File: config.mk
export PLATFORM = sky130hd
export DESIGN_NAME = monitor_device_flat
export DESIGN_NICKNAME = d
export VERILOG_FILES = /design/src/hdl/monitor_pkg.sv /design/src/hdl/monitor_if.sv /design/src/hdl/monitor_device.sv /design/src/flat_wrapper.sv
export SDC_FILE = /design/constraint.sdc
export NUM_CORES = 1
export LEC_CHECK = 0
export ABC_AREA = 1
export ABC_CLOCK_PERIOD_IN_PS = 2300
export BUFFER_PORTS_ARGS = -buffer_cell sky130_fd_sc_hd__buf_2
export CORE_MARGIN = 1
export CORE_UTILIZATION = 25
export CTS_BUF_LIST = sky130_fd_sc_hd__clkbuf_4 sky130_fd_sc_hd__clkbuf_8 sky130_fd_sc_hd__clkbuf_16
export DETAILED_ROUTE_END_ITERATION = 16
export GPL_ROUTABILITY_DRIVEN = 0
export PLACE_DENSITY = 0.49
export SKIP_LAST_GASP = 1
export SYNTH_ARGS = -nofsm -noshare
export SYNTH_HDL_FRONTEND = slang
export SYNTH_SLANG_ARGS = --single-unit
File: constraint.sdc
create_clock -name clk_i -period 2.3 [get_ports clk_i]
set_input_delay 0.115 -clock clk_i [delete_from_list [all_inputs] [get_ports clk_i]]
set_output_delay 0.115 -clock clk_i [all_outputs]
set_load 0.1 [all_outputs]
File: src/hdl/monitor_pkg.sv
`default_nettype none
package monitor_pkg;
   localparam int CLK_MHZ = 250;
   localparam int WAKE_TIME_US = 400;
   localparam int WAKE_CYCLES = WAKE_TIME_US * CLK_MHZ;
   localparam int INTERVAL_DEF_NS = 10400;
   localparam int INTERVAL_DEF_CYC = INTERVAL_DEF_NS * CLK_MHZ / 1000;
   localparam int STAGE_CYCLES = 16;
   localparam logic [7:0] HIGH_THR_RST = 8'hFF;
   localparam logic [7:0] LOW_THR_RST = 8'h00;
   localparam logic [3:0] DISC_GAIN_RST = 4'h0;
   // Commands carried on the serial control port.
   typedef enum logic [3:0] {
      CMD_NOP, CMD_GENERAL_RESET, CMD_XTAL_SAVE, CMD_XTAL_RUN, CMD_SET_THRESH,
      CMD_SET_INTERVAL, CMD_SET_SOURCE, CMD_SET_MASK, CMD_SET_DECODERS,
      CMD_WAKE_RX, CMD_WAKE_TX, CMD_SLEEP, CMD_READ_STATUS, CMD_READ_RESULT,
      CMD_SET_OPTIONS
   } cmd_t;
   typedef enum logic [1:0] {SRC_MONITOR, SRC_FIRST_MICROPHONE_INPUT, SRC_INPUT2, SRC_DISC} source_t;
   localparam int ST_HIGH = 0;
   localparam int ST_LOW = 1;
   localparam int ST_DETECT = 2;
   localparam int STATUS_W = 8;
   localparam int DEC_W = 6;
endpackage : monitor_pkg
`default_nettype wire

File: src/hdl/monitor_if.sv
`default_nettype none
interface monitor_if;
   logic cmd_valid;
   logic [3:0] cmd;
   logic [15:0] cmd_data;
   logic [15:0] rsp_data;
   logic rsp_valid;
   logic interrupt_request_line_low;
   modport device (input cmd_valid, cmd, cmd_data, output rsp_data, rsp_valid,
      interrupt_request_line_low);
   modport host (output cmd_valid, cmd, cmd_data, input rsp_data, rsp_valid,
      interrupt_request_line_low);
endinterface : monitor_if
`default_nettype wire

File: src/hdl/monitor_device.sv
`default_nettype none
module monitor_device
   import monitor_pkg::*;
#(
   parameter int WAKE_LIMIT = monitor_pkg::WAKE_CYCLES,
   parameter int INTERVAL_MAX_W = 24
) (
   input wire logic clk_i,
   input wire logic nrst_i,
   monitor_if.device bus,
   input wire logic [7:0] sample_monitor_i,
   input wire logic [7:0] sample_first_microphone_input_i,
   input wire logic [7:0] sample_input2_i,
   input wire logic [7:0] sample_disc_i,
   input wire logic [5:0] detect_i,
   input wire logic companding_i,
   input wire logic voice_active_i,
   output logic xtal_run_o,
   output logic bias_on_o,
   output logic rx_awake_o,
   output logic tx_awake_o,
   output logic [2:0] stage_en_o,
   output logic audio_at_bias_o,
   output logic audio_to_mod_o,
   output logic [monitor_pkg::DEC_W-1:0] decoder_en_o,
   output logic [3:0] disc_gain_o,
   output logic voice_only_o,
   output logic [7:0] result_o
);
   import monitor_pkg::*;
   typedef enum {P_SLEEP, P_STAGE, P_AWAKE} phase_t;
   logic [7:0] s0_r [4];
   logic [7:0] s1_r [4];
   logic [7:0] samples [4];
   assign samples[0] = sample_monitor_i;
   assign samples[1] = sample_first_microphone_input_i;
   assign samples[2] = sample_input2_i;
   assign samples[3] = sample_disc_i;
   genvar g;
   generate
      for (g = 0; g < 4; g++) begin : g_sync
         always_ff @(posedge clk_i or negedge nrst_i) begin
            if (!nrst_i) begin
               s0_r[g] <= 8'h00;
               s1_r[g] <= 8'h00;
            end else begin
               s0_r[g] <= samples[g];
               s1_r[g] <= s0_r[g];
            end
         end
      end
   endgenerate
   logic xtal_r, xtal_nxt, bias_r, bias_nxt, auto_r, auto_nxt, mod_r, mod_nxt;
   logic rx_r, rx_nxt, tx_r, tx_nxt, rsp_v_r, rsp_v_nxt;
   logic [7:0] hi_r, hi_nxt, lo_r, lo_nxt, res_r, res_nxt;
   logic [STATUS_W-1:0] stat_r, stat_nxt, mask_r, mask_nxt, ev;
   logic [DEC_W-1:0] dec_r, dec_nxt;
   logic [1:0] src_r, src_nxt;
   logic [3:0] gain_r, gain_nxt;
   logic [INTERVAL_MAX_W-1:0] ivl_r, ivl_nxt, icnt_r, icnt_nxt;
   logic [15:0] rsp_r, rsp_nxt;
   logic [7:0] wcnt_r, wcnt_nxt;
   phase_t ph_r, ph_nxt;
   logic conv, above, below, wake_req;
   assign conv = (icnt_r == '0);
   assign above = conv && (s1_r[src_r] > hi_r);
   assign below = conv && (s1_r[src_r] < lo_r);
   assign wake_req = above && auto_r && (src_r == 2'(SRC_DISC));
   always_comb begin
      ev = '0;
      ev[ST_HIGH] = above;
      ev[ST_LOW] = below;
      ev[ST_DETECT +: DEC_W] = detect_i & dec_r;
   end
   always_comb begin
      xtal_nxt = xtal_r;
      bias_nxt = bias_r;
      auto_nxt = auto_r;
      hi_nxt = hi_r;
      lo_nxt = lo_r;
      ivl_nxt = ivl_r;
      src_nxt = src_r;
      mask_nxt = mask_r;
      dec_nxt = dec_r;
      gain_nxt = gain_r;
      rx_nxt = rx_r;
      tx_nxt = tx_r;
      rsp_nxt = rsp_r;
      rsp_v_nxt = 1'b0;
      stat_nxt = stat_r;
      icnt_nxt = conv ? ivl_r : icnt_r - 1'b1;
      res_nxt = conv ? s1_r[src_r] : res_r;
      if (bus.cmd_valid) begin
         case (cmd_t'(bus.cmd))
            CMD_GENERAL_RESET: begin
               bias_nxt = 1'b0;
               hi_nxt = HIGH_THR_RST;
               lo_nxt = LOW_THR_RST;
               src_nxt = 2'(SRC_MONITOR);
               mask_nxt = '0;
               stat_nxt = '0;
               rx_nxt = 1'b0;
               tx_nxt = 1'b0;
               auto_nxt = 1'b0;
               dec_nxt = '0;
               gain_nxt = DISC_GAIN_RST;
               ivl_nxt = INTERVAL_MAX_W'(INTERVAL_DEF_CYC);
            end
            CMD_XTAL_SAVE: xtal_nxt = 1'b0;
            CMD_XTAL_RUN: xtal_nxt = 1'b1;
            CMD_SET_THRESH: begin
               hi_nxt = bus.cmd_data[15:8];
               lo_nxt = bus.cmd_data[7:0];
            end
            CMD_SET_INTERVAL: ivl_nxt = INTERVAL_MAX_W'(bus.cmd_data);
            CMD_SET_SOURCE: src_nxt = bus.cmd_data[1:0];
            CMD_SET_MASK: mask_nxt = bus.cmd_data[STATUS_W-1:0];
            CMD_SET_DECODERS: begin
               // Bits 2..5 are the voice-band options; bit 5 is selcall with 2400 data.
               if (!(voice_active_i && ($countones(bus.cmd_data[5:2]) > 1))
                   && !(companding_i && bus.cmd_data[5])) begin
                  dec_nxt = bus.cmd_data[DEC_W-1:0];
               end
            end
            CMD_SET_OPTIONS: begin
               bias_nxt = bus.cmd_data[0];
               auto_nxt = bus.cmd_data[1];
               gain_nxt = bus.cmd_data[7:4];
            end
            CMD_WAKE_RX: begin
               rx_nxt = 1'b1;
               tx_nxt = 1'b0;
            end
            CMD_WAKE_TX: begin
               tx_nxt = 1'b1;
               rx_nxt = 1'b0;
            end
            CMD_SLEEP: begin
               rx_nxt = 1'b0;
               tx_nxt = 1'b0;
            end
            CMD_READ_STATUS: begin
               rsp_nxt = {8'h00, stat_r};
               rsp_v_nxt = 1'b1;
               stat_nxt = '0;
            end
            CMD_READ_RESULT: begin
               rsp_nxt = {8'h00, res_r};
               rsp_v_nxt = 1'b1;
            end
            default: begin
            end
         endcase
      end
      if (wake_req) rx_nxt = 1'b1;
      stat_nxt = stat_nxt | ev;
   end
   always_comb begin
      ph_nxt = ph_r;
      wcnt_nxt = wcnt_r;
      mod_nxt = mod_r;
      case (ph_r)
         P_SLEEP: if (rx_r || tx_r) begin
            ph_nxt = P_STAGE;
            wcnt_nxt = '0;
         end
         P_STAGE: begin
            wcnt_nxt = wcnt_r + 1'b1;
            if (wcnt_r == 8'(STAGE_CYCLES * 3 - 1)) ph_nxt = P_AWAKE;
            if (wcnt_r == 8'(STAGE_CYCLES - 1)) mod_nxt = tx_r;
            if (!(rx_r || tx_r)) ph_nxt = P_SLEEP;
         end
         default: begin
            if (!(rx_r || tx_r)) begin
               ph_nxt = P_SLEEP;
            end else if (tx_r != mod_r) begin
               // A change of direction is rerouted through the staged sequence.
               ph_nxt = P_STAGE;
               wcnt_nxt = '0;
            end
         end
      endcase
   end
   always_ff @(posedge clk_i or negedge nrst_i) begin
      if (!nrst_i) begin
         xtal_r <= 1'b1;
         bias_r <= 1'b0;
         auto_r <= 1'b0;
         hi_r <= HIGH_THR_RST;
         lo_r <= LOW_THR_RST;
         ivl_r <= INTERVAL_MAX_W'(INTERVAL_DEF_CYC);
         icnt_r <= '0;
         res_r <= 8'h00;
         src_r <= 2'(SRC_MONITOR);
         mask_r <= '0;
         stat_r <= '0;
         dec_r <= '0;
         gain_r <= DISC_GAIN_RST;
         rx_r <= 1'b0;
         tx_r <= 1'b0;
         rsp_r <= 16'h0000;
         rsp_v_r <= 1'b0;
         ph_r <= P_SLEEP;
         wcnt_r <= 8'h00;
         mod_r <= 1'b0;
      end else begin
         xtal_r <= xtal_nxt;
         bias_r <= bias_nxt;
         auto_r <= auto_nxt;
         hi_r <= hi_nxt;
         lo_r <= lo_nxt;
         ivl_r <= ivl_nxt;
         icnt_r <= icnt_nxt;
         res_r <= res_nxt;
         src_r <= src_nxt;
         mask_r <= mask_nxt;
         stat_r <= stat_nxt;
         dec_r <= dec_nxt;
         gain_r <= gain_nxt;
         rx_r <= rx_nxt;
         tx_r <= tx_nxt;
         rsp_r <= rsp_nxt;
         rsp_v_r <= rsp_v_nxt;
         ph_r <= ph_nxt;
         wcnt_r <= wcnt_nxt;
         mod_r <= mod_nxt;
      end
   end
   assign bus.interrupt_request_line_low = !(|(stat_r & mask_r));
   assign bus.rsp_data = rsp_r;
   assign bus.rsp_valid = rsp_v_r;
   assign xtal_run_o = xtal_r;
   assign bias_on_o = bias_r;
   assign rx_awake_o = rx_r;
   assign tx_awake_o = tx_r;
   assign stage_en_o = (ph_r == P_AWAKE) ? 3'b111 :
      (ph_r == P_STAGE) ? {wcnt_r >= 8'(STAGE_CYCLES * 2), wcnt_r >= 8'(STAGE_CYCLES), 1'b1}
      : 3'b000;
   assign audio_at_bias_o = (ph_r != P_AWAKE);
   assign audio_to_mod_o = mod_r;
   assign decoder_en_o = dec_r;
   assign disc_gain_o = gain_r;
   assign voice_only_o = (dec_r == '0);
   assign result_o = res_r;
endmodule : monitor_device
`default_nettype wire

File: src/flat_wrapper.sv
// flat-port wrapper written by rule: the top's interface ports become plain ports
module monitor_device_flat import monitor_pkg::*;
#(
   parameter int WAKE_LIMIT = monitor_pkg::WAKE_CYCLES,
   parameter int INTERVAL_MAX_W = 24
)
  (clk_i, nrst_i, sample_monitor_i, sample_first_microphone_input_i, sample_input2_i, sample_disc_i, detect_i, companding_i, voice_active_i, xtal_run_o, bias_on_o, rx_awake_o, tx_awake_o, stage_en_o, audio_at_bias_o, audio_to_mod_o, decoder_en_o, disc_gain_o, voice_only_o, result_o, bus_cmd_valid, bus_cmd, bus_cmd_data, bus_rsp_data, bus_rsp_valid, bus_interrupt_request_line_low);
  monitor_if bus_i ();
  input wire logic clk_i;
  input wire logic nrst_i;
  input wire logic [7:0] sample_monitor_i;
  input wire logic [7:0] sample_first_microphone_input_i;
  input wire logic [7:0] sample_input2_i;
  input wire logic [7:0] sample_disc_i;
  input wire logic [5:0] detect_i;
  input wire logic companding_i;
  input wire logic voice_active_i;
  output logic xtal_run_o;
  output logic bias_on_o;
  output logic rx_awake_o;
  output logic tx_awake_o;
  output logic [2:0] stage_en_o;
  output logic audio_at_bias_o;
  output logic audio_to_mod_o;
  output logic [monitor_pkg::DEC_W-1:0] decoder_en_o;
  output logic [3:0] disc_gain_o;
  output logic voice_only_o;
  output logic [7:0] result_o;
  input wire logic [$bits(bus_i.cmd_valid)-1:0] bus_cmd_valid;
  input wire logic [$bits(bus_i.cmd)-1:0] bus_cmd;
  input wire logic [$bits(bus_i.cmd_data)-1:0] bus_cmd_data;
  output wire logic [$bits(bus_i.rsp_data)-1:0] bus_rsp_data;
  output wire logic [$bits(bus_i.rsp_valid)-1:0] bus_rsp_valid;
  output wire logic [$bits(bus_i.interrupt_request_line_low)-1:0] bus_interrupt_request_line_low;
  assign bus_i.cmd_valid = bus_cmd_valid;
  assign bus_i.cmd = bus_cmd;
  assign bus_i.cmd_data = bus_cmd_data;
  assign bus_rsp_data = bus_i.rsp_data;
  assign bus_rsp_valid = bus_i.rsp_valid;
  assign bus_interrupt_request_line_low = bus_i.interrupt_request_line_low;
  monitor_device #(.WAKE_LIMIT(WAKE_LIMIT), .INTERVAL_MAX_W(INTERVAL_MAX_W)) u_core (.clk_i(clk_i), .nrst_i(nrst_i), .bus(bus_i), .sample_monitor_i(sample_monitor_i), .sample_first_microphone_input_i(sample_first_microphone_input_i), .sample_input2_i(sample_input2_i), .sample_disc_i(sample_disc_i), .detect_i(detect_i), .companding_i(companding_i), .voice_active_i(voice_active_i), .xtal_run_o(xtal_run_o), .bias_on_o(bias_on_o), .rx_awake_o(rx_awake_o), .tx_awake_o(tx_awake_o), .stage_en_o(stage_en_o), .audio_at_bias_o(audio_at_bias_o), .audio_to_mod_o(audio_to_mod_o), .decoder_en_o(decoder_en_o), .disc_gain_o(disc_gain_o), .voice_only_o(voice_only_o), .result_o(result_o));
endmodule
* After elaboration in Yosys (flattened, before gate mapping) *
Cells that the tools add are included.

word-level totals
  register bits after elaboration = 227
  bits in latches = 0
  memory bits (writable) = 0
  memory bits (read-only) = 0
  bits of input ports = 63
  logic and storage cells = 150
  memories kept = 0

operators by class
  add/sub/neg operators = 5
  multipliers = 0
  divide/modulo/power cells = 0
  $lt $le $gt $ge = 6
  equal/unequal tests = 26
  shift operators = 0
  mux-type cells = 36
  bitwise operators = 4
  reductions and logical operators = 45

operators by type and width
  cell                                                            number
  2-to-1 mux 32 bit                                               5
  one-hot mux 32 bit (2 select lines)                             1
  one-hot mux 8 bit (2 select lines)                              4
  2-to-1 mux 8 bit                                                7
  one-hot mux 24 bit (2 select lines)                             1
  adder 32 bit                                                    1
  equality test 32 x 1 -> 1 bit, second input constant            1
  equality test 32 x 2 -> 1 bit, second input constant            1
  equality test 32 x 3 -> 1 bit, second input constant            1
  greater-than comparator 32 x 2 -> 1 bit, second input constant  1
  zero test 32 bit                                                1
  inequality test 32 x 3 -> 1 bit, second input constant          1
  one-hot mux 16 bit (2 select lines)                             1
  equality test 4 bit, second input constant                      7
  zero test 24 bit                                                1
  2-to-1 mux 24 bit                                               1
  subtractor 24 x 1 -> 24 bit, second input constant              1
  nonzero test 2 bit                                              11
  AND reduction 2 bit                                             10
  binary-select mux 8 bit (select 2 bit)                          1
  equality test 4 x 3 -> 1 bit, second input constant             4
  one-hot mux 6 bit (2 select lines)                              1
  one-hot mux 1 bit (2 select lines)                              5
  AND reduction 3 bit                                             3
  33 further kinds                                                51

* Logic depth before layout (Yosys ltp) *
Gate-level depths: netlist of run 1.

  word-level depth = 10
  gate-level depth with buffers = 13
  mapped depth without buffers = 12

* Least setup slack after synthesis of run 1 *
Ideal clock, no wire load.

  path kind = reg-to-output
  from = register u_core.stat_r[2]
  to = output bus_interrupt_request_line_low
  data arrival time = 5174 ps
  data required time = 2185 ps
  slack = -2989 ps
  stages on the path, launching flop included = 4
  cell sequence = dfrtp_1 nand2_1 nand3_1 a2111oi_0

between the ends
  cells in the longest elaborated chain, start to end = 3

RTL lines
  what                    RTL line               source
  from (decl)             monitor_device.sv:56   logic [STATUS_W-1:0] stat_r, stat_nxt, mask_r, mask_nxt, ev;
  from (signal assigned)  monitor_device.sv:217  stat_r <= stat_nxt;
  AND 8 bit               monitor_device.sv:229  assign bus.interrupt_request_line_low = !(|(stat_r & mask_r));
  OR reduction 8 bit      monitor_device.sv:229
  zero test 1 bit         monitor_device.sv:229
  to (decl)               flat_wrapper.sv:34     output wire logic [$bits(bus_i.interrupt_request_line_low)-1:0] bus_interrupt_request_line_low;

Every way passes these cells.

* Worst setup path after layout of run 1 *
  from = register u_core.src_r[1]
  to = register u_core.rx_r (netlist: u_core.rx_awake_o)

between the ends
  cells in the longest elaborated chain, start to end = 10

RTL lines
  what                                                                RTL line               source
  from (decl)                                                         monitor_device.sv:58   logic [1:0] src_r, src_nxt;
  from (signal assigned)                                              monitor_device.sv:194  src_r <= 2'(SRC_MONITOR);
  from (signal assigned)                                              monitor_device.sv:215  src_r <= src_nxt;
  inverter 2 -> 3 bit (implied by the code)                           monitor_device.sv:66   assign above = conv && (s1_r[src_r] > hi_r);
  binary-select mux 8 bit (select 2 bit)                              monitor_device.sv:66
  2-to-1 mux 8 bit (implied by the code) (2 in a row)                 monitor_device.sv:66
  greater-than comparator 8 bit                                       monitor_device.sv:66
  logical AND 1 bit                                                   monitor_device.sv:66
  logical AND 1 bit                                                   monitor_device.sv:68   assign wake_req = above && auto_r && (src_r == 2'(SRC_DISC));
  logical AND 1 bit *                                                 monitor_device.sv:68
  nonzero test 3 bit (no line) or nonzero test 2 bit (tied branches)  n/a
  AND reduction 2 bit (no line)                                       n/a
  to (signal assigned)                                                monitor_device.sv:220  rx_r <= rx_nxt;
  to (decl)                                                           monitor_device.sv:54   logic rx_r, rx_nxt, tx_r, tx_nxt, rsp_v_r, rsp_v_nxt;

Mark *: on every way between the ends. The rest lies on a longest branch, timed or not. The select of a mux whose other input is x is not followed.
A chain may end at the register's enable or synchronous reset.

==> results of run 1 <==
## stage by stage
stage               instance area (um^2)  hold WS [ns]  std cells   util
floorplan                           7810        -0.181        822      -
global placement                    8780         0.126       1309  0.288
detailed placement                  8780         0.121       1309  0.288
CTS                                 9940       0.00365       1394  0.326
global route                        9960        0.0473       1396  0.326
finish                              9960        0.0543       1396  0.326
## cell type report
class	count	area (um^2)	share of cell area
Tap cell	396	495	0.0498
Timing Repair Buffer	168	1180	0.118
Inverter	99	378	0.0379
Sequential cell	181	4550	0.457
Clock buffer	17	425	0.0427
Multi-Input combinational cell	520	2740	0.275
Clock inverter	15	200	0.0201
## cells in the final DEF (no fill, tap or decap), types with 19 or more instances in the layout
cell type / synthesis / layout
inv_1: 95 / 94
dlygate4sd3_1: 0 / 54
o22ai_1: 28 / 28
nand2_1: 181 / 181
ha_1: 23 / 23
nand3_1: 40 / 40
o21ai_0: 66 / 64
nor2_1: 77 / 77
dfrtp_1: 168 / 168
buf_2: 3 / 99
a21oi_1: 19 / 19
## sequential cells by signal, indices dropped and copies added, names as in the netlist, 2 cells and up
register / count
u_core.s0_r: 32
u_core.s1_r: 32
u_core.icnt_r: 24
u_core.ivl_r: 16
u_core.bus.rsp_data: 8
u_core.hi_r: 8
u_core.lo_r: 8
u_core.mask_r: 8
u_core.result_o: 8
u_core.stat_r: 8
u_core.wcnt_r: 8
u_core.decoder_en_o: 6
u_core.disc_gain_o: 4
u_core.ph_r: 2
u_core.src_r: 2
## worst paths after layout
| check | cells past startpoint | slack, ns | endpoint | from |
|---|---|---|---|---|
| worst min register to register | 0 | 0.35 | u_core.s1_r[25] | u_core.s0_r[25] |
| min in group asynchronous | 2 | 0.23 | u_core.icnt_r[15] | nrst_i |
| worst min-delay path | 2 | 0.05 | u_core.xtal_run_o | bus_cmd[1] |
| worst max register to register | 10 | 0.19 | u_core.rx_awake_o | u_core.src_r[1] |
| max in group asynchronous | 3 | 1.25 | u_core.lo_r[2] | nrst_i |
| worst max-delay path | 10 | 0.19 | u_core.rx_awake_o | u_core.src_r[1] |
## cell families after synthesis
family | synth area share
AND/OR/NAND/NOR | 0.185
flip-flops | 0.586
AO/OA/AOI/OAI | 0.101
buffers and inverters | 0.0686
adder cells (fa/ha/maj) | 0.0397
XOR/XNOR | 0.0181
other | 0.000484
multiplexers | 0.00129
## cells in the mapped netlist, types with 11 or more instances
| cell | number | area, um^2 |
|---|---|---|
| nand2_1 | 181 | 679 |
| dfrtp_1 | 168 | 4200 |
| inv_1 | 95 | 357 |
| nor2_1 | 77 | 289 |
| o21ai_0 | 66 | 330 |
| nand3_1 | 40 | 200 |
| o22ai_1 | 28 | 175 |
| ha_1 | 23 | 288 |
| a21oi_1 | 19 | 95.1 |
| dfstp_2 | 13 | 342 |
| a31oi_1 | 11 | 68.8 |
## power groups by stage
| stage | Sequential, mW | Clock (mW) | Combinational [mW] |
|---|---|---|---|
| final | 3.97 | 3.03 | 2.85 |
| after CTS | 3.97 | 3.09 | 2.87 |
| after detailed placement | 4.03 | 0 | 2.79 |
| after floorplan | 4.56 | 0 | 1.58 |
| after global routing | 4.03 | 3.24 | 3.15 |
| after global placement | 4.03 | 0 | 2.76 |
## per-layer routing
metal	GRT usage	vias up	part of all wire
met2	0.229	113	0.51
met5	0	-	0
met3	0.0232	22	0.031
met4	0.0402	0	0.015
li1	-	2999	-
met1	0.170	2882	0.45
## repair_timing
| item | in CTS | in global routing |
|---|---|---|
| endpoints found under the setup margin | 0 | 2 |
| hold buffers | 53 | 1 |
| buffers inserted | 0 | 1 |
| gates resized for setup | 0 | 2 |
| hold endpoints to repair | 97 | 1 |
==> run_results.csv, run 1 <==
group,metric,value,unit
route,via_per_inst,4.31,
global_routing,overflow,0,
synthesis,synth_edf_count,0,
floorplan,chipWidth,178,um
sta,tightest_slew,0.585,ns
floorplan,core,30500,um^2
cells_and_area,syn_to_final_growth,28.4,%
critical_path,path_cells,"inv_1 > o21ai_0 > o22ai_1 > ha_1 > a21oi_1 > o21ai_0 > nand2_1 > a21oi_1 > nand3_1 > nand2_1",
sta,fin_crit_sh,0.916,
sta,rsz0062_at_grt,"no",
cells_and_area,fin_nets,1074,
clock_tree,clockBufferDepth,2,
clock_tree,cts_max_level,4,
clock_tree,cts_buffers,17,
sta,hold_viol_final,0,
clock_tree,tritoncts,"yes",
global_routing,grt_max_degree,54,
critical_path,worstSetupPathType,"reg2reg",
sta,worst_slack,0.192,ns
floorplan,dieArea,31700,um^2
route,routed_wl,20.0,mm
synthesis,synth_cell_types,44,
synthesis,yosys_most_used_dff,"dfrtp_1",
floorplan,die_h,178,um
power_and_ir_drop,irDropWorstVdd,0.357,mV
power_and_ir_drop,powerDensity,989,nW/um^2
route,wl_per_cell,14.3,um
clock_tree,path_clk_slew,0.08,ns
critical_path,required,2.61,ns
global_routing,grt_pass1_wl,32.2,mm
job,drv_cap,0,
sta,layout_min_cycle_time,2.11,ns
global_routing,grt_usage,0.133,
place,dp.final_hpwl,14.9,mm
clock_tree,insertion_delay,0.43,ns
synthesis,synth_area_per_cell,9.51,um^2
sta,setup_viol,0,
clock_tree,clock_tree.root_cell,"clkbuf_16",
place,port_buffers,100,
floorplan,ios,109,
synthesis,async_reset_ff_frac,1.00,
sta,slew_viol_final,0,
power_and_ir_drop,clockPowerShare,0.308,
cells_and_area,drive_gt1_frac,0.181,
critical_path,cp_top_family,"compound AO/OA/AOI/OAI gates",
critical_path,critPathLaunchType,"register",
critical_path,cp_slowest_cell,"dfrtp_1",
sta,slew_headroom,0.609,
synthesis,synth_seq_cells,181,
power_and_ir_drop,p_seq_frac,0.403,
route,dr_total_vias,6016,
cells_and_area,n_fill_cell,3112,
power_and_ir_drop,total_power,9.84,mW
worst_hold_path,min-delay-path-class,"in2reg",
route,first_iter_violations,387,
global_routing,antenna_found_initial,0,
route,drc,0,
synthesis,yosysSeqAreaShare,0.586,
critical_path,critPathCaptureType,"register",
power_and_ir_drop,combPwrFrac,0.289,
floorplan,initial_core_util,0.254,
power_and_ir_drop,sw_frac_of_total,0.397,
critical_path,slowest_delay,0.38,ns
floorplan,num_rows,64,
synthesis,synth_warnings,0,
sta,finalSetupTns,0,ns
cells_and_area,n_antenna_cell,0,
place,pre_cts_slack,0.118,ns
critical_path,crit_fanout,10,
global_routing,grt_pass1_vias,5918,
power_and_ir_drop,p_int,5.93,mW
power_and_ir_drop,power.leakage,4.81,nW
sta,fmax,474,MHz
power_and_ir_drop,switchingPower,3.91,mW
route,ant_nets,0,
outcome,outcome,"finished, final reports clean",
synthesis,syn-instance-count,815,
critical_path,arrival,2.42,ns
route,first_pass_iters,5,
sta,fin_skew,0.0140,ns
synthesis,synth_area,7750,um^2
critical_path,critPathBufInv,1,
clock_tree,clock-sinks,181,
No activity file was read; power rests on OpenSTA's default activity.
==> run 2, diff against run 1 <==
ABC_CLOCK_PERIOD_IN_PS = 1800   (was 2300)
PLACE_DENSITY = 0.51   (was 0.49)
clock period = 1.8 ns   (was 2.3 ns; I/O delays follow)
==> run_results.csv, run 2 (same netlist as run 1, synthesis figures left out) <==
group,metric,value,unit
critical_path,cp.depth,10,
power_and_ir_drop,irDropWorstVdd,0.721,mV
floorplan,chipWidth,178,um
floorplan,die_h,178,um
sta,layout_min_cycle_time,1.85,ns
global_routing,grt_usage,0.137,
route,first_pass_iters,5,
sta,fin_crit_sh,1.03,
global_routing,grt_pass1_wl,33.1,mm
power_and_ir_drop,power.leakage,5.08,nW
critical_path,r2r_slack,-0.05,ns
floorplan,initial_core_util,0.254,
cells_and_area,final_cells,1441,
place,placed_cells,1351,
route,via_per_inst,4.30,
floorplan,dieArea,31700,um^2
outcome,violations,"negative setup slack",
critical_path,required,2.16,ns
global_routing,grt_max_degree,79,
critical_path,critPathBufInv,2,
critical_path,reg2reg_from,"u_core.src_r[0]",
clock_tree,clock_tree.root_cell,"clkbuf_16",
route,dr_total_vias,6201,
clock_tree,path_clk_slew,0.08,ns
critical_path,r2r_end,"u_core.rx_awake_o",
route,ant_nets,0,
global_routing,antenna_found_initial,0,
global_routing,overflow,0,
clock_tree,insertion_delay,0.44,ns
cells_and_area,n_antenna_cell,0,
place,pre_cts_slack,-0.164,ns
critical_path,cp-startpoint,"u_core.src_r[0]",
critical_path,cp_slowest_cell,"dfrtp_2",
cells_and_area,fin_nets,1119,
global_routing,grt_pass1_vias,6261,
worst_hold_path,min-delay-path-class,"in2reg",
critical_path,setup.worst_path.end,"u_core.rx_awake_o",
power_and_ir_drop,powerDensity,1250,nW/um^2
critical_path,crit_top_cell,"nand2_1",
job,drv_cap,0,
critical_path,worstSetupPathType,"reg2reg",
clock_tree,cts_buffers,17,
cells_and_area,drive_gt1_frac,0.261,
clock_tree,clockBufferDepth,2,
critical_path,critPathLaunchType,"register",
sta,finalSetupTns,-0.0668,ns
cells_and_area,n_fill_cell,3086,
cells_and_area,post-route-util,0.347,
critical_path,path_cells,"buf_4 > nor2_2 > o22ai_2 > ha_1 > nand4_1 > inv_1 > nand2_1 > a21oi_2 > nand3_1 > nand2_1",
cells_and_area,mostFrequentLayoutCells,"nand2_1, dfrtp_1, buf_2",
floorplan,core,30500,um^2
cells_and_area,final_common_cell,"nand2_1",
sta,slew_viol_final,0,
critical_path,rr_worst_depth,10,
sta,worst_slack,-0.0482,ns
floorplan,num_rows,64,
outcome,outcome,"finished, violations left",
place,port_buffers,100,
sta,setup_viol,3,
sta,hold_viol_final,0,
critical_path,crit_fanout,7,
floorplan,ios,109,
cells_and_area,syn_to_final_growth,36.7,%
critical_path,slowest_delay,0.48,ns
power_and_ir_drop,total_power,13.3,mW
sta,rsz0062_at_grt,"yes",
route,first_iter_violations,331,
sta,fin_skew,0.0114,ns
clock_tree,tritoncts,"yes",
critical_path,cp_top_family,"flip-flops",
clock_tree,cts_max_level,4,
critical_path,arrival,2.21,ns
route,drc,0,
route,routed_wl,20.6,mm
place,dp.final_hpwl,15.2,mm
route,wl_per_cell,14.3,um
cells_and_area,reg_top3,"u_core.s0_r x32, u_core.s1_r x32, u_core.icnt_r x24",
sta,fmax,541,MHz
clock_tree,clock-sinks,181,
critical_path,critPathCaptureType,"register",
run 2: cell count changes in the layout (fill, tap and decap cells not counted), sizes merged:
cell	before	now
inv	105	110
buf	114	159
clkinvlp	2	1
dlygate4sd3	54	53
clkbuf	17	18
clkinv	7	3
run 2: what timing repair did:
item,in CTS,in global routing
cloned,1,0
pin swaps,9,16
endpoints found under the hold margin,235,0
setup endpoints to repair,6,14
hold buffers,53,0
setup buffers,1,3
gates resized for setup,13,39
run 2: layout make-up:
class / instances / area [um^2] / area share
inverters: 99 / 383 / 0.0361
multi-input cells: 520 / 2910 / 0.274
repair buffers: 213 / 1600 / 0.151
flip-flops and latches: 181 / 4560 / 0.430
clock buffers: 17 / 425 / 0.0401
clock inverters: 15 / 236 / 0.0223
well taps: 396 / 495 / 0.0468
run 2: per-stage QoR:
step	area [um^2]	hold WS, ns
CTS	10500	0.00562
detailed placement	9210	0.126
global route	10600	0.0136
floorplan	7880	-0.206
finish	10600	0.0129
global placement	9210	0.130
run 2: worst min-delay path by stage:
| stage | startpoint | endpoint | slack, ns | depth (start not counted) |
|---|---|---|---|---|
| after detailed placement | nrst_i | u_core.ivl_r[12] | 0.13 | 2 |
| after global routing | bus_cmd_data[6] | u_core.ivl_r[6] | 0.01 | 3 |
| after global placement | nrst_i | u_core.ivl_r[12] | 0.13 | 2 |
| after CTS | bus_cmd_data[6] | u_core.ivl_r[6] | 0.006 | 3 |
| after floorplan | nrst_i | u_core.audio_to_mod_o | -0.21 | 0 |
| final | bus_cmd_data[6] | u_core.ivl_r[6] | 0.01 | 3 |
run 2: worst register-to-register path, delay by kind of cell (launching register included):
kind	cells	cell delay, ns
simple gates	5	0.47
compound gates	2	0.26
fa+ha+maj	1	0.31
buf+inv	2	0.27
flops	1	0.48
run 2: metal layers:
metal	GRT usage	wire, um	vias up
li1	-	-	3075
met1	0.175	9430	2990
met2	0.235	10400	120
met3	0.0277	633	16
met4	0.0338	212	0
met5	0	0	-
run 2: power breakdown:
| group | switching, mW | internal (mW) |
|---|---|---|
| clock network | 2.05 | 2.01 |
| registers | 0.416 | 4.68 |
| logic | 2.80 | 1.34 |
| total | 5.26 | 8.03 |
==> run 3, diff against run 2 <==
ABC_AREA = unset   (was 1)
==> run_results.csv, run 3 <==
group,metric,value,unit
outcome,outcome,"finished, violations left",
outcome,violations,"negative setup slack",
clock_tree,path_clk_slew,0.07,ns
global_routing,grt_usage,0.132,
power_and_ir_drop,irDropWorstVdd,0.624,mV
critical_path,cp_top_family,"simple AND/OR/NAND/NOR gates",
route,dr_total_vias,5549,
clock_tree,clock-sinks,181,
clock_tree,tritoncts,"yes",
critical_path,required,2.12,ns
power_and_ir_drop,power.leakage,4.99,nW
sta,fin_skew,0.0110,ns
route,drc,0,
route,via_per_inst,4.30,
critical_path,path_cells,"or4_4 > buf_4 > nor4_4 > nand2_2 > buf_12 > clkbuf_16 > mux2_2",
cells_and_area,final_common_cell,"dfrtp_1",
synthesis,synth_area_leaders,"dfrtp_1, dfstp_2, nand2_1",
cells_and_area,reg_top3,"u_core.s0_r x32, u_core.s1_r x32, u_core.icnt_r x24",
cells_and_area,n_antenna_cell,0,
critical_path,arrival,2.59,ns
cells_and_area,mostFrequentLayoutCells,"dfrtp_1, buf_2, buf_4",
place,port_buffers,100,
sta,hold_viol_final,0,
floorplan,num_rows,63,
synthesis,synth_most_common_cell,"dfrtp_1",
sta,setup_viol,36,
critical_path,critPathCaptureType,"register",
floorplan,dieArea,30800,um^2
power_and_ir_drop,powerDensity,1250,nW/um^2
sta,slew_viol_final,0,
route,first_iter_violations,340,
synthesis,synth_top_cell_by_area,"dfrtp_1",
synthesis,synth_seq_cells,181,
cells_and_area,fin_nets,973,
cells_and_area,drive_gt1_frac,0.365,
synthesis,yosys_most_used_dff,"dfrtp_1",
synthesis,synth_top_area_share,0.558,
global_routing,grt_pass1_wl,30.9,mm
synthesis,synth_edf_count,0,
clock_tree,clockBufferDepth,2,
sta,worst_slack,-0.471,ns
power_and_ir_drop,total_power,13.5,mW
cells_and_area,syn_to_final_growth,42.6,%
sta,fmax,440,MHz
sta,finalSetupTns,-12.02,ns
cells_and_area,final_cells,1289,
clock_tree,insertion_delay,0.44,ns
floorplan,core,29600,um^2
global_routing,antenna_found_initial,1,
critical_path,cp_slowest_cell,"or4_4",
route,routed_wl,19.8,mm
place,placed_cells,1190,
clock_tree,clock_tree.root_cell,"clkbuf_16",
clock_tree,cts_max_level,4,
global_routing,grt_pass1_vias,5641,
sta,tightest_slew,1.15,ns
floorplan,die_h,176,um
global_routing,grt_max_degree,53,
synthesis,synth_area_per_cell,11.6,um^2
critical_path,critPathBufInv,3,
floorplan,initial_core_util,0.254,
sta,layout_min_cycle_time,2.27,ns
sta,fin_crit_sh,1.26,
synthesis,synth_cell_types,57,
synthesis,synth_common_cells,"dfrtp_1, nand2_1, nor2_1",
synthesis,syn-instance-count,648,
synthesis,synth_area,7530,um^2
synthesis,synth_warnings,0,
floorplan,ios,109,
route,ant_nets,0,
floorplan,chipWidth,176,um
global_routing,overflow,0,
sta,rsz0062_at_grt,"yes",
job,drv_cap,0,
route,first_pass_iters,4,
route,wl_per_cell,15.4,um
synthesis,yosysSeqAreaShare,0.603,
clock_tree,cts_buffers,17,
synthesis,async_reset_ff_frac,1.00,
sta,slew_headroom,0.230,
critical_path,slowest_delay,0.59,ns
critical_path,critPathLaunchType,"register",
critical_path,crit_fanout,7,
critical_path,worstSetupPathType,"reg2reg",
worst_hold_path,min-delay-path-class,"in2reg",
place,dp.final_hpwl,14.0,mm
run 3: cell count changes after synthesis, sizes merged, moves of 26 or more:
cell	before	now
nand2	182	79
nand3	41	15
inv	99	27
nor2	83	50
a22o	0	31
o22ai	28	1
run 3: final timing paths:
kind / start / end / slack, ns / cells after the start
setup / recovery: u_core.icnt_r[8] / u_core.result_o[3] / -0.47 / 7
hold / removal: bus_cmd_data[7] / u_core.ivl_r[7] / 0.01 / 3
setup reg to reg: u_core.icnt_r[8] / u_core.result_o[3] / -0.47 / 7
hold reg to reg: u_core.s0_r[24] / u_core.s1_r[24] / 0.35 / 0
max in group asynchronous: nrst_i / u_core.hi_r[7] / 0.92 / 3
min in group asynchronous: nrst_i / u_core.ph_r[0] / 0.16 / 2
run 3: cells by family (layout without fill, tap and decap cells):
group | count (synthesis) | in the layout | share of synthesized area
buf+inv | 56 | 299 | 0.0320
simple gates | 211 | 211 | 0.141
xor+xnor | 15 | 15 | 0.0174
compound gates | 129 | 130 | 0.110
fa+ha+maj | 24 | 24 | 0.0409
flops | 181 | 181 | 0.603
mux | 31 | 31 | 0.0551
other cells | 1 | 8 | 0.000498
run 3: what timing repair did:
action | CTS | global route
endpoints found under the setup margin | 45 | 43
setup buffers | 5 | 10
cloned | 1 | 3
resized for setup | 26 | 41
hold endpoints to repair | 104 | 0
hold buffers | 50 | 0
pin swaps | 7 | 10
run 3: final cells by class:
type,count,area (um^2)
clock buffers,18,433
clock inverters,14,186
fillers,3008,18900
inverters,27,105
multi-input cells,419,3090
flip-flops and latches,181,4560
well taps,390,488
repair buffers,240,1880
run 3: routing by layer:
layer  vias to the layer above  GRT usage  share of wire
met5                         -          0              0
li1                       2739          -              -
met3                        15     0.0266          0.029
met2                        68      0.220           0.50
met4                         0     0.0417         0.0097
met1                      2727      0.170           0.46
run 3: worst min-delay path: cells and delay by family:
kind / cells / cell delay [ns]
AOI/OAI and AO/OA: 1 / 0.06
buffers and inverters: 1 / 0.16
and+or+nand+nor: 1 / 0.08
run 3: through the flow:
| step | utilization | hold WS, ns | setup slack [ns] | cell area, um^2 |
|---|---|---|---|---|
| after floorplan | - | -0.206 | -0.413 | 7690 |
| after global placement | 0.308 | 0.0844 | -0.366 | 9130 |
| after detailed placement | 0.308 | 0.0771 | -0.423 | 9130 |
| after CTS | 0.351 | 0.00188 | -0.410 | 10400 |
| after global routing | 0.363 | 0.0158 | -0.520 | 10700 |
| final | 0.363 | 0.0112 | -0.471 | 10700 |
run 3: where the power goes:
group	total, mW	internal (mW)	switching, mW
logic	4.40	1.71	2.69
registers	5.19	4.72	0.471
clock network	3.87	2.03	1.84
total	13.5	8.47	4.99
